===== src/common/apo_pkg.sv =====
// constants, types and helpers for the adc parallel output port
// assumes a 100 mhz system clock and a 12-bit converter core
package apo_pkg;
    // sample word layout
    localparam int SAMPLE_W   = 12;
    localparam int SAMPLE_MSB = 11;
    localparam int SAMPLE_LSB = 0;
    localparam int ANA_W      = 14;
    localparam logic signed [13:0] FS_MAX = 14'sh07ff;
    localparam logic signed [13:0] FS_MIN = 14'sh3800;
    // latency: 8.5 converter cycles counted in half cycles
    localparam int LAT_HALF    = 17;
    localparam int PIPE_STAGES = LAT_HALF - 1; // one stage is the sampler
    localparam int PER_W       = 8;
    // reference settling after wake
    localparam int CLK_MHZ    = 100;
    localparam int SETTLE_MS  = 10;
    localparam int SETTLE_CYC = SETTLE_MS * 1000 * CLK_MHZ;
    // register map, byte addresses
    localparam int AW = 5;
    localparam logic [4:0] OFF_CTRL = 5'h00;
    localparam logic [4:0] OFF_STAT = 5'h04;
    localparam logic [4:0] OFF_MASK = 5'h08;
    localparam logic [4:0] OFF_DATA = 5'h0c;
    // control bits
    localparam int C_SLEEP = 0;
    localparam int C_GRAY  = 1;
    localparam int C_DCE   = 2;
    localparam int C_CTYPE = 3;
    localparam int CTRL_W  = 4;
    localparam logic [3:0] CTRL_RST = 4'h4;
    // event bits, shared by status and mask
    localparam int S_SAMPLE  = 0;
    localparam int S_OOR     = 1;
    localparam int S_SETTLED = 2;
    localparam int EV_W      = 3;
    // data readback fields
    localparam int D_OOR     = 12;
    localparam int D_SETTLED = 16;
    // bus answer states
    typedef enum logic [1:0] {
        BUS_IDLE = 2'b01,
        BUS_ANS  = 2'b10
    } apo_bus_e;
    // two's complement to gray via offset binary
    function automatic logic [11:0] apo_to_gray(input logic [11:0] tc);
        logic [11:0] ob;
        ob = {~tc[SAMPLE_MSB], tc[SAMPLE_MSB-1:SAMPLE_LSB]};
        return ob ^ (ob >> 1);
    endfunction
endpackage


===== src/common/apo_edge_if.sv =====
// converter clock level and its edges as seen in the system clock
// assumes the driver derives them from synchronised pins
`timescale 1ns/1ns
`default_nettype none
interface apo_edge_if;
    logic level;
    logic rise;
    logic fall;
    modport src (output level, output rise, output fall);
    modport snk (input level, input rise, input fall);
endinterface
`default_nettype wire


===== src/rtl/apo_adc_port.sv =====
// top of the adc parallel output port: pin sync, encoding, latency
// pipeline, tri-state outputs, avalon-mm registers and interrupt
// assumes converter pins are asynchronous to clk; reset is synchronous
//
// Local design decisions: the placing of the registers and the Avalon-MM slave port.
`timescale 1ns/1ns
`default_nettype none
module apo_adc_port
    import apo_pkg::*;
#(
    parameter int SETTLE_CYCLES = SETTLE_CYC
) (
    // clock and reset
    input  wire logic                    clk,
    input  wire logic                    reset,
    // avalon-mm slave
    input  wire logic [AW-1:0]           avs_address,
    input  wire logic                    avs_read,
    input  wire logic                    avs_write,
    input  wire logic [31:0]             avs_writedata,
    output logic      [31:0]             avs_readdata,
    output logic                         avs_waitrequest,
    // interrupt
    output logic                         irq,
    // converter pins
    input  wire logic                    clock_pos_in,
    input  wire logic                    clock_neg_in,
    input  wire logic signed [ANA_W-1:0] analog_in,
    // sample outputs with enables
    output logic      [SAMPLE_W-1:0]     sample_word,
    output logic                         sample_word_oe,
    output logic                         out_of_range_flag,
    output logic                         out_of_range_oe,
    output logic                         sample_valid_strobe,
    output logic                         sample_valid_oe
);
    localparam int SCW = $clog2(SETTLE_CYCLES + 1);
    localparam int RW  = SAMPLE_W + 1;

    // register-map address match
    function automatic logic hit(input logic [AW-1:0] a,
                                 input logic [AW-1:0] off);
        return a == off;
    endfunction

    // ---------------- pin synchronisers
    logic                    pos_s1, pos_s2, neg_s1, neg_s2;
    logic signed [ANA_W-1:0] ana_s1, ana_s2;
    logic                    lvl_reg;

    // two flops on every pin before use
    always_ff @(posedge clk) begin
        if (reset) begin
            pos_s1 <= 1'b0;
            pos_s2 <= 1'b0;
            neg_s1 <= 1'b0;
            neg_s2 <= 1'b0;
            ana_s1 <= '0;
            ana_s2 <= '0;
        end else begin
            pos_s1 <= clock_pos_in;
            pos_s2 <= pos_s1;
            neg_s1 <= clock_neg_in;
            neg_s2 <= neg_s1;
            ana_s1 <= analog_in;
            ana_s2 <= ana_s1;
        end
    end

    // ---------------- control register fields
    logic [CTRL_W-1:0] ctrl_reg, ctrl_next;
    wire sleep  = ctrl_reg[C_SLEEP];
    wire gray   = ctrl_reg[C_GRAY];
    wire dce_en = ctrl_reg[C_DCE];
    wire ctype  = ctrl_reg[C_CTYPE];

    // converter clock level: single-ended or differential
    wire lvl = ctype ? (pos_s2 & ~neg_s2) : pos_s2;

    apo_edge_if ce ();
    assign ce.level = lvl;
    assign ce.rise  = lvl & ~lvl_reg;
    assign ce.fall  = ~lvl & lvl_reg;

    always_ff @(posedge clk) begin
        if (reset)
            lvl_reg <= 1'b0;
        else
            lvl_reg <= lvl;
    end

    // ---------------- sampler and encoder
    wire over = (ana_s2 > FS_MAX) || (ana_s2 < FS_MIN);
    wire signed [ANA_W-1:0] clamped = (ana_s2 > FS_MAX) ? FS_MAX :
                                      (ana_s2 < FS_MIN) ? FS_MIN : ana_s2;
    wire [SAMPLE_W-1:0] tc_word = clamped[SAMPLE_MSB:SAMPLE_LSB];
    wire [SAMPLE_W-1:0] enc = gray ? apo_to_gray(tc_word)
                                   : tc_word;
    logic [RW-1:0] samp_reg, tail;

    // take the input on the converter falling edge
    always_ff @(posedge clk) begin
        if (reset)
            samp_reg <= '0;
        else if (ce.fall)
            samp_reg <= {over, enc};
    end

    apo_latency_pipe #(
        .W     (RW),
        .DEPTH (PIPE_STAGES)
    ) u_pipe (
        .clk   (clk),
        .reset (reset),
        .e     (ce),
        .din   (samp_reg),
        .dout  (tail)
    );

    apo_duty_equalizer #(
        .CW     (PER_W)
    ) u_dce (
        .clk    (clk),
        .reset  (reset),
        .dce_en (dce_en),
        .e      (ce),
        .strobe (sample_valid_strobe)
    );

    // ---------------- output stage, loads on converter rise
    always_ff @(posedge clk) begin
        if (reset) begin
            sample_word       <= '0;
            out_of_range_flag <= 1'b0;
        end else if (ce.rise) begin
            sample_word       <= tail[SAMPLE_W-1:0];
            out_of_range_flag <= tail[D_OOR];
        end
    end

    // drivers off in power-down
    always_ff @(posedge clk) begin
        if (reset) begin
            sample_word_oe  <= 1'b0;
            out_of_range_oe <= 1'b0;
            sample_valid_oe <= 1'b0;
        end else begin
            sample_word_oe  <= ~sleep;
            out_of_range_oe <= ~sleep;
            sample_valid_oe <= ~sleep;
        end
    end

    // ---------------- reference settling timer after wake
    logic [SCW-1:0] set_cnt_reg;
    logic           settled_reg;
    wire            set_done = set_cnt_reg == SCW'(SETTLE_CYCLES);

    always_ff @(posedge clk) begin
        if (reset || sleep) begin
            set_cnt_reg <= '0;
            settled_reg <= 1'b0;
        end else if (!set_done) begin
            set_cnt_reg <= set_cnt_reg + SCW'(1);
        end else begin
            settled_reg <= 1'b1;
        end
    end

    // ---------------- avalon-mm slave
    apo_bus_e          st_reg, st_next;
    logic [EV_W-1:0]   stat_reg, stat_next, mask_reg, ev, rd_clr;
    logic [31:0]       rd_mux;
    wire req   = avs_read | avs_write;
    wire ans   = st_reg == BUS_ANS;
    wire wr_ok = ans & avs_write;
    wire rd_ok = ans & avs_read;

    // one wait cycle, then answer
    always_comb begin
        case (st_reg)
            BUS_IDLE: st_next = req ? BUS_ANS : BUS_IDLE;
            BUS_ANS:  st_next = BUS_IDLE;
            default:  st_next = BUS_IDLE;
        endcase
    end

    // read data selection; unmapped reads as zero
    assign rd_mux =
        hit(avs_address, OFF_CTRL) ? 32'(ctrl_reg) :
        hit(avs_address, OFF_STAT) ? 32'(stat_reg) :
        hit(avs_address, OFF_MASK) ? 32'(mask_reg) :
        hit(avs_address, OFF_DATA) ? (32'(sample_word)
            | (32'(out_of_range_flag) << D_OOR)
            | (32'(settled_reg) << D_SETTLED)) : 32'h0000_0000;

    // events, clear only what the answered read returned; set wins
    assign ev[S_SAMPLE]  = ce.rise;
    assign ev[S_OOR]     = ce.rise & tail[D_OOR];
    assign ev[S_SETTLED] = set_done & ~settled_reg & ~sleep;
    assign rd_clr = (rd_ok && hit(avs_address, OFF_STAT))
                    ? avs_readdata[EV_W-1:0] : '0;
    assign stat_next = (stat_reg & ~rd_clr) | ev;
    assign ctrl_next = (wr_ok && hit(avs_address, OFF_CTRL))
                       ? avs_writedata[CTRL_W-1:0] : ctrl_reg;

    always_ff @(posedge clk) begin
        if (reset) begin
            st_reg          <= BUS_IDLE;
            avs_waitrequest <= 1'b1;
            avs_readdata    <= '0;
        end else begin
            st_reg          <= st_next;
            avs_waitrequest <= st_next != BUS_ANS;
            if (st_reg == BUS_IDLE && req)
                avs_readdata <= avs_read ? rd_mux : '0;
        end
    end

    // control, status, mask and interrupt
    always_ff @(posedge clk) begin
        if (reset) begin
            ctrl_reg <= CTRL_RST;
            stat_reg <= '0;
            mask_reg <= '0;
            irq      <= 1'b0;
        end else begin
            ctrl_reg <= ctrl_next;
            stat_reg <= stat_next;
            if (wr_ok && hit(avs_address, OFF_MASK))
                mask_reg <= avs_writedata[EV_W-1:0];
            irq <= |(stat_next & mask_reg);
        end
    end
endmodule
`default_nettype wire


===== src/rtl/apo_latency_pipe.sv =====
// half-cycle delay line for sample words
// assumes rise and fall are one-cycle pulses in the clk domain
`timescale 1ns/1ns
`default_nettype none
module apo_latency_pipe
    import apo_pkg::*;
#(
    parameter int W     = 13,
    parameter int DEPTH = PIPE_STAGES
) (
    // clock and reset
    input  wire logic         clk,
    input  wire logic         reset,
    // converter edges
    apo_edge_if.snk           e,
    // data
    input  wire logic [W-1:0] din,
    output logic      [W-1:0] dout
);
    logic [W-1:0] st [DEPTH];
    wire          adv = e.rise | e.fall;

    // one stage per converter half cycle
    for (genvar i = 0; i < DEPTH; i++) begin : g_st
        always_ff @(posedge clk) begin
            if (reset)
                st[i] <= '0;
            else if (adv)
                st[i] <= (i == 0) ? din : st[(i == 0) ? 0 : i - 1];
        end
    end
    assign dout = st[DEPTH-1];
endmodule
`default_nettype wire


===== src/rtl/apo_duty_equalizer.sv =====
// data-valid strobe generator with optional duty-cycle equaliser
// assumes edges come from the synchronised converter clock
`timescale 1ns/1ns
`default_nettype none
module apo_duty_equalizer
    import apo_pkg::*;
#(
    parameter int CW = PER_W
) (
    // clock and reset
    input  wire logic clk,
    input  wire logic reset,
    // control
    input  wire logic dce_en,
    // converter edges
    apo_edge_if.snk   e,
    // strobe
    output logic      strobe
);
    logic [CW-1:0] cnt_reg, cnt_next, per_reg, hcnt_reg, hcnt_next;
    logic          strobe_next;
    wire  [CW-1:0] half = per_reg >> 1;
    wire  [CW-1:0] cnt_inc = cnt_reg + CW'(1);
    wire  [CW-1:0] hcnt_inc = hcnt_reg + CW'(1);
    wire           sat = &cnt_reg;
    wire           hi_done = strobe && (hcnt_inc >= half);

    // period counter and high-phase counter
    assign cnt_next  = e.fall ? '0 : (sat ? cnt_reg : cnt_inc);
    assign hcnt_next = e.fall ? '0 : (sat ? hcnt_reg : hcnt_inc);
    // equalised: high for half a period from each fall; else the inverted clock
    assign strobe_next = dce_en ? (e.fall | (strobe & ~hi_done))
                                : ~e.level;

    always_ff @(posedge clk) begin
        if (reset) begin
            cnt_reg  <= '0;
            hcnt_reg <= '0;
            per_reg  <= '0;
            strobe   <= 1'b0;
        end else begin
            cnt_reg  <= cnt_next;
            hcnt_reg <= hcnt_next;
            if (e.fall)
                per_reg <= sat ? cnt_reg : cnt_inc; // hold 255, no wrap
            strobe <= strobe_next;
        end
    end
endmodule
`default_nettype wire


===== config.mk =====
export PLATFORM = sky130hd
export DESIGN_NAME = apo_adc_port
export DESIGN_NICKNAME = d
export VERILOG_FILES = /design/src/common/apo_pkg.sv /design/src/common/apo_edge_if.sv /design/src/rtl/apo_adc_port.sv /design/src/rtl/apo_latency_pipe.sv /design/src/rtl/apo_duty_equalizer.sv
export SDC_FILE = /design/constraint.sdc
export NUM_CORES = 1
export LEC_CHECK = 0
export BUFFER_PORTS_ARGS = -buffer_cell sky130_fd_sc_hd__buf_4
export CAP_MARGIN = 30
export CORE_MARGIN = 4
export CORE_UTILIZATION = 54
export DETAILED_ROUTE_END_ITERATION = 12
export GPL_ROUTABILITY_DRIVEN = 0
export HOLD_SLACK_MARGIN = 0.1
export PLACE_DENSITY = 0.87
export SLEW_MARGIN = 25
export SYNTH_ARGS = -nofsm -noshare
export SYNTH_HDL_FRONTEND = slang
export SYNTH_SLANG_ARGS = --single-unit
export TNS_END_PERCENT = 30

===== constraint.sdc =====
create_clock -name clk -period 6.78 [get_ports clk]
set_clock_uncertainty 0.2 [all_clocks]
set_input_delay 0.339 -clock clk [delete_from_list [all_inputs] [get_ports clk]]
set_output_delay 0.339 -clock clk [all_outputs]
set_load 0.05 [all_outputs]

==> impl_metrics.csv <==
group,metric,value,unit
sta,worst_slack,3.78,ns
sta,setup_viol_count_final,0,
detailed_routing,vias_per_cell,5.16,
logic_synthesis,synthAdderAreaFrac,1.23,%
logic_synthesis,netlist_area,13200,µm²
cells_and_area,largest_reg_flops,208,
logic_synthesis,netlist_instances,1034,
clock_network,cts-root-buf,"clkbuf_16",
logic_synthesis,synth_compound_area_share,3.92,%
floorplanning,start_util,54.6,%
floorplanning,io_pins,108,
setup_path,worst_ep_arrival_time,3.15,ns
detailed_routing,dr.pass1.iters,5,
pwr,irDropWorstVdd,0.000195,V
logic_synthesis,synthXorXnorAreaFrac,2.12,%
detailed_routing,drtIter0Drc,532,
detailed_routing,wire_per_inst,14.9,µm
setup_path,critPathTopFamily,"simple AND/OR/NAND/NOR gates",
pwr,p_per_area,290,nW/µm²
setup_path,timing.rr.start,"ctrl_reg[3]$_SDFFE_PP0P_",
logic_synthesis,ys_ff_latch,340,
cells_and_area,nNetsFinal,1175,
detailed_routing,ant_nets,0,
setup_path,path_max_fanout,162,
logic_synthesis,synth-simple-area-share,19.3,%
logic_synthesis,seq_area_frac_synth,67.1,%
clock_network,cts.sinks,340,
detailed_routing,routed_wl,21700,µm
clock_network,cts_buffers,34,
clock_network,clk_latency,0.51,ns
sta,final-max-slew-violation-count,0,
setup_path,crit_end,"u_pipe.st[4][11]$_SDFFCE_PN0P_",
flow_run,max_cap_violations,0,
logic_synthesis,synth.distinct_cells,57,
clock_network,ctsLongestPathBuffers,3,
floorplanning,die_w,165,µm
grt,overflow,0,
floorplanning,core_region_area,24200,µm²
sta,fmax,334,MHz
setup_path,cpPeakStageDelay,0.66,ns
logic_synthesis,ys_async_sr_fraction,0,%
clock_network,post_cts_buffers,0,
setup_path,r2r_slack,3.78,ns
setup_path,crit_chain,"nand2_1 > nand2_1 > inv_1 > ha_1 > nor2_4 > buf_6 > and2_1",
setup_path,cpMostUsedCell,"nand2_1",
placed_design,post-dp-hpwl,12200,µm
cells_and_area,n_fill_cell,1701,
grt,grt_pass1_vias,7490,
setup_path,crit_buf_inv,2,
sta,finalHoldViolCount,0,
sta,rsz0062_at_grt,"no",
logic_synthesis,synth_top_family_by_area,"simple AND/OR/NAND/NOR gates",
placed_design,port_buffers,61,
grt,grt_use_total,16.1,%
detailed_routing,routed-via-count,7504,
floorplanning,die_y,165,µm
sta,tightest_slew,0.974,ns
floorplanning,die_area,27100,µm²
sta,min_period,3.00,ns
sta,final.setup.tns,0,ns
setup_path,cp_num_cells,7,
status,status,"completed",
grt,grt_max_degree,209,
logic_synthesis,synth-main-ff-cell,"edfxtp_1",
grt,grt_pass1_wl,35700,µm
hold_path,hp-class,"in -> reg",
setup_path,r2r-end,"u_pipe.st[4][11]$_SDFFCE_PN0P_",
setup_path,worstSetupPathType,"reg -> reg",
cells_and_area,final_cells,1455,
clock_network,clkTransAtPathRegs,0.06,ns
setup_path,required,6.94,ns
setup_path,start_kind,"register",
logic_synthesis,yosys-mux-area-fraction,3.03,%
cells_and_area,drive_gt1_share,12.6,%
pwr,power_leakage,5.89,nW
grt,antenna_found_initial,0,
cells_and_area,num_antenna_cells,0,
setup_path,crit_slowest_cell,"buf_6",
detailed_routing,drc,0,
logic_synthesis,avgSynthCellArea,12.8,µm²
clock_network,htree_levels,2,
sta,timing.slew.headroom,35.0,%
clock_network,cts_tree,"done",
logic_synthesis,synth_edf_count,208,
logic_synthesis,yosys_warnings,0,
sta,fin_crit_sh,44.2,%
cells_and_area,area_delta_synth_final,15.2,%
placed_design,post-place-ws,3.79,ns
floorplanning,rows,57,
setup_path,reg2reg_depth,7,
setup_path,crit_start,"ctrl_reg[3]$_SDFFE_PP0P_",
placed_design,place_inst,1369,
sta,timing.hold.ws,0.121,ns
setup_path,endpoint_kind,"register",
==> report_power, final <==
group | total, mW | switching, mW | internal (mW)
logic | 0.210 | 0.138 | 0.0712
clock network | 1.87 | 0.744 | 1.13
registers | 2.33 | 0.0345 | 2.30
total | 4.42 | 0.917 | 3.50
==> cells in the final DEF, fill, tap and decap left out, drive strengths merged, types with 2 or more instances in the layout <==
| cell | instances |
|---|---|
| o221ai | 2 |
| mux2i | 30 |
| ha | 13 |
| o21ai | 12 |
| dfxtp | 132 |
| and4 | 4 |
| a21oi | 16 |
| or3 | 4 |
| and2 | 214 |
| xor2 | 16 |
| o211ai | 2 |
| buf | 65 |
| a211oi | 6 |
| nand2b | 6 |
| dlygate4sd3 | 23 |
| nand4 | 6 |
| nor4b | 3 |
| nand2 | 39 |
| a22o | 20 |
| inv | 18 |
| and3 | 8 |
| bufinv | 2 |
| conb | 18 |
| nor3 | 9 |
| nor2 | 85 |
| edfxtp | 208 |
| xnor2 | 16 |
| mux2 | 7 |
| clkbuf | 53 |
| nor2b | 40 |
| or2 | 2 |
| clkinv | 6 |
| nand3 | 23 |
| o22ai | 10 |
==> cell families after synthesis <==
kind of cell,Yosys count
AND/OR/NAND/NOR,448
flip-flops,340
buffers and inverters,87
AO/OA/AOI/OAI,75
multiplexers,38
XOR/XNOR,32
adder cells (fa/ha/maj),13
other,1
==> per-stage QoR <==
stage | utilization, % | power (mW) | cell area (µm²)
3_3_place_gp | 57.1 | 2.56 | 13800
3_5_place_dp | 57.1 | 2.57 | 13900
5_1_grt | 62.9 | 4.57 | 15200
6_report | 62.9 | 4.42 | 15200
4_1_cts | 62.8 | 4.46 | 15200
2_1_floorplan | - | 2.54 | 13300
==> tightest hold or removal path, cell delays in order <==
cell and delay, ns:
buf_4 0.16, nor3b_2 0.10, mux2i_1 0.12, nor2_1 0.07
==> worst min path at each step <==
stage                     cells past startpoint                        to                 start  slack (ns)
after global placement                        1      ana_s2[0]$_SDFF_PP0_  ana_s1[0]$_SDFF_PP0_        0.22
after floorplan                               1      ana_s2[0]$_SDFF_PP0_  ana_s1[0]$_SDFF_PP0_        0.21
after CTS                                     4  mask_reg[2]$_SDFFE_PP0P_        avs_address[2]        0.10
after detailed placement                      1      ana_s2[4]$_SDFF_PP0_  ana_s1[4]$_SDFF_PP0_        0.22
after global routing                          4  mask_reg[2]$_SDFFE_PP0P_        avs_address[2]        0.14
final                                         4  mask_reg[2]$_SDFFE_PP0P_        avs_address[2]        0.12
==> what timing repair did <==
action	CTS	global route
hold buffers	23	0
endpoints found under the hold margin	28	0
resized for setup	0	0
==> routing by layer <==
metal,GRT usage (%),wire [µm],vias up
met2,29.0,11200,169
li1,-,-,3653
met4,5.33,463,0
met5,0,0,-
met3,3.22,1100,41
met1,19.3,8900,3641
==> final cells by class <==
| cell class | instances | area, µm² | area share [%] |
|---|---|---|---|
| inverters | 17 | 63.8 | 0.418 |
| multi-input cells | 624 | 4010 | 26.3 |
| well taps | 324 | 405 | 2.66 |
| flip-flops and latches | 340 | 8890 | 58.3 |
| repair buffers | 88 | 754 | 4.95 |
| clock buffers | 53 | 1040 | 6.79 |
| clock inverters | 9 | 96.3 | 0.632 |
==> synth_stat cells (16+ instances only) <==
cell,number,area [µm²]
buf_4,20,150
dfxtp_1,132,2640
nand2_1,38,143
nor2b_1,40,250
inv_1,17,63.8
xor2_1,16,140
clkbuf_1,35,131
a21oi_1,16,80.1
nand3_1,22,110
xnor2_1,16,140
and2_1,214,1340
a22o_1,20,175
edfxtp_1,208,6250
mux2i_1,30,300
nor2_1,83,312
No activity file was read; power rests on OpenSTA's default activity.
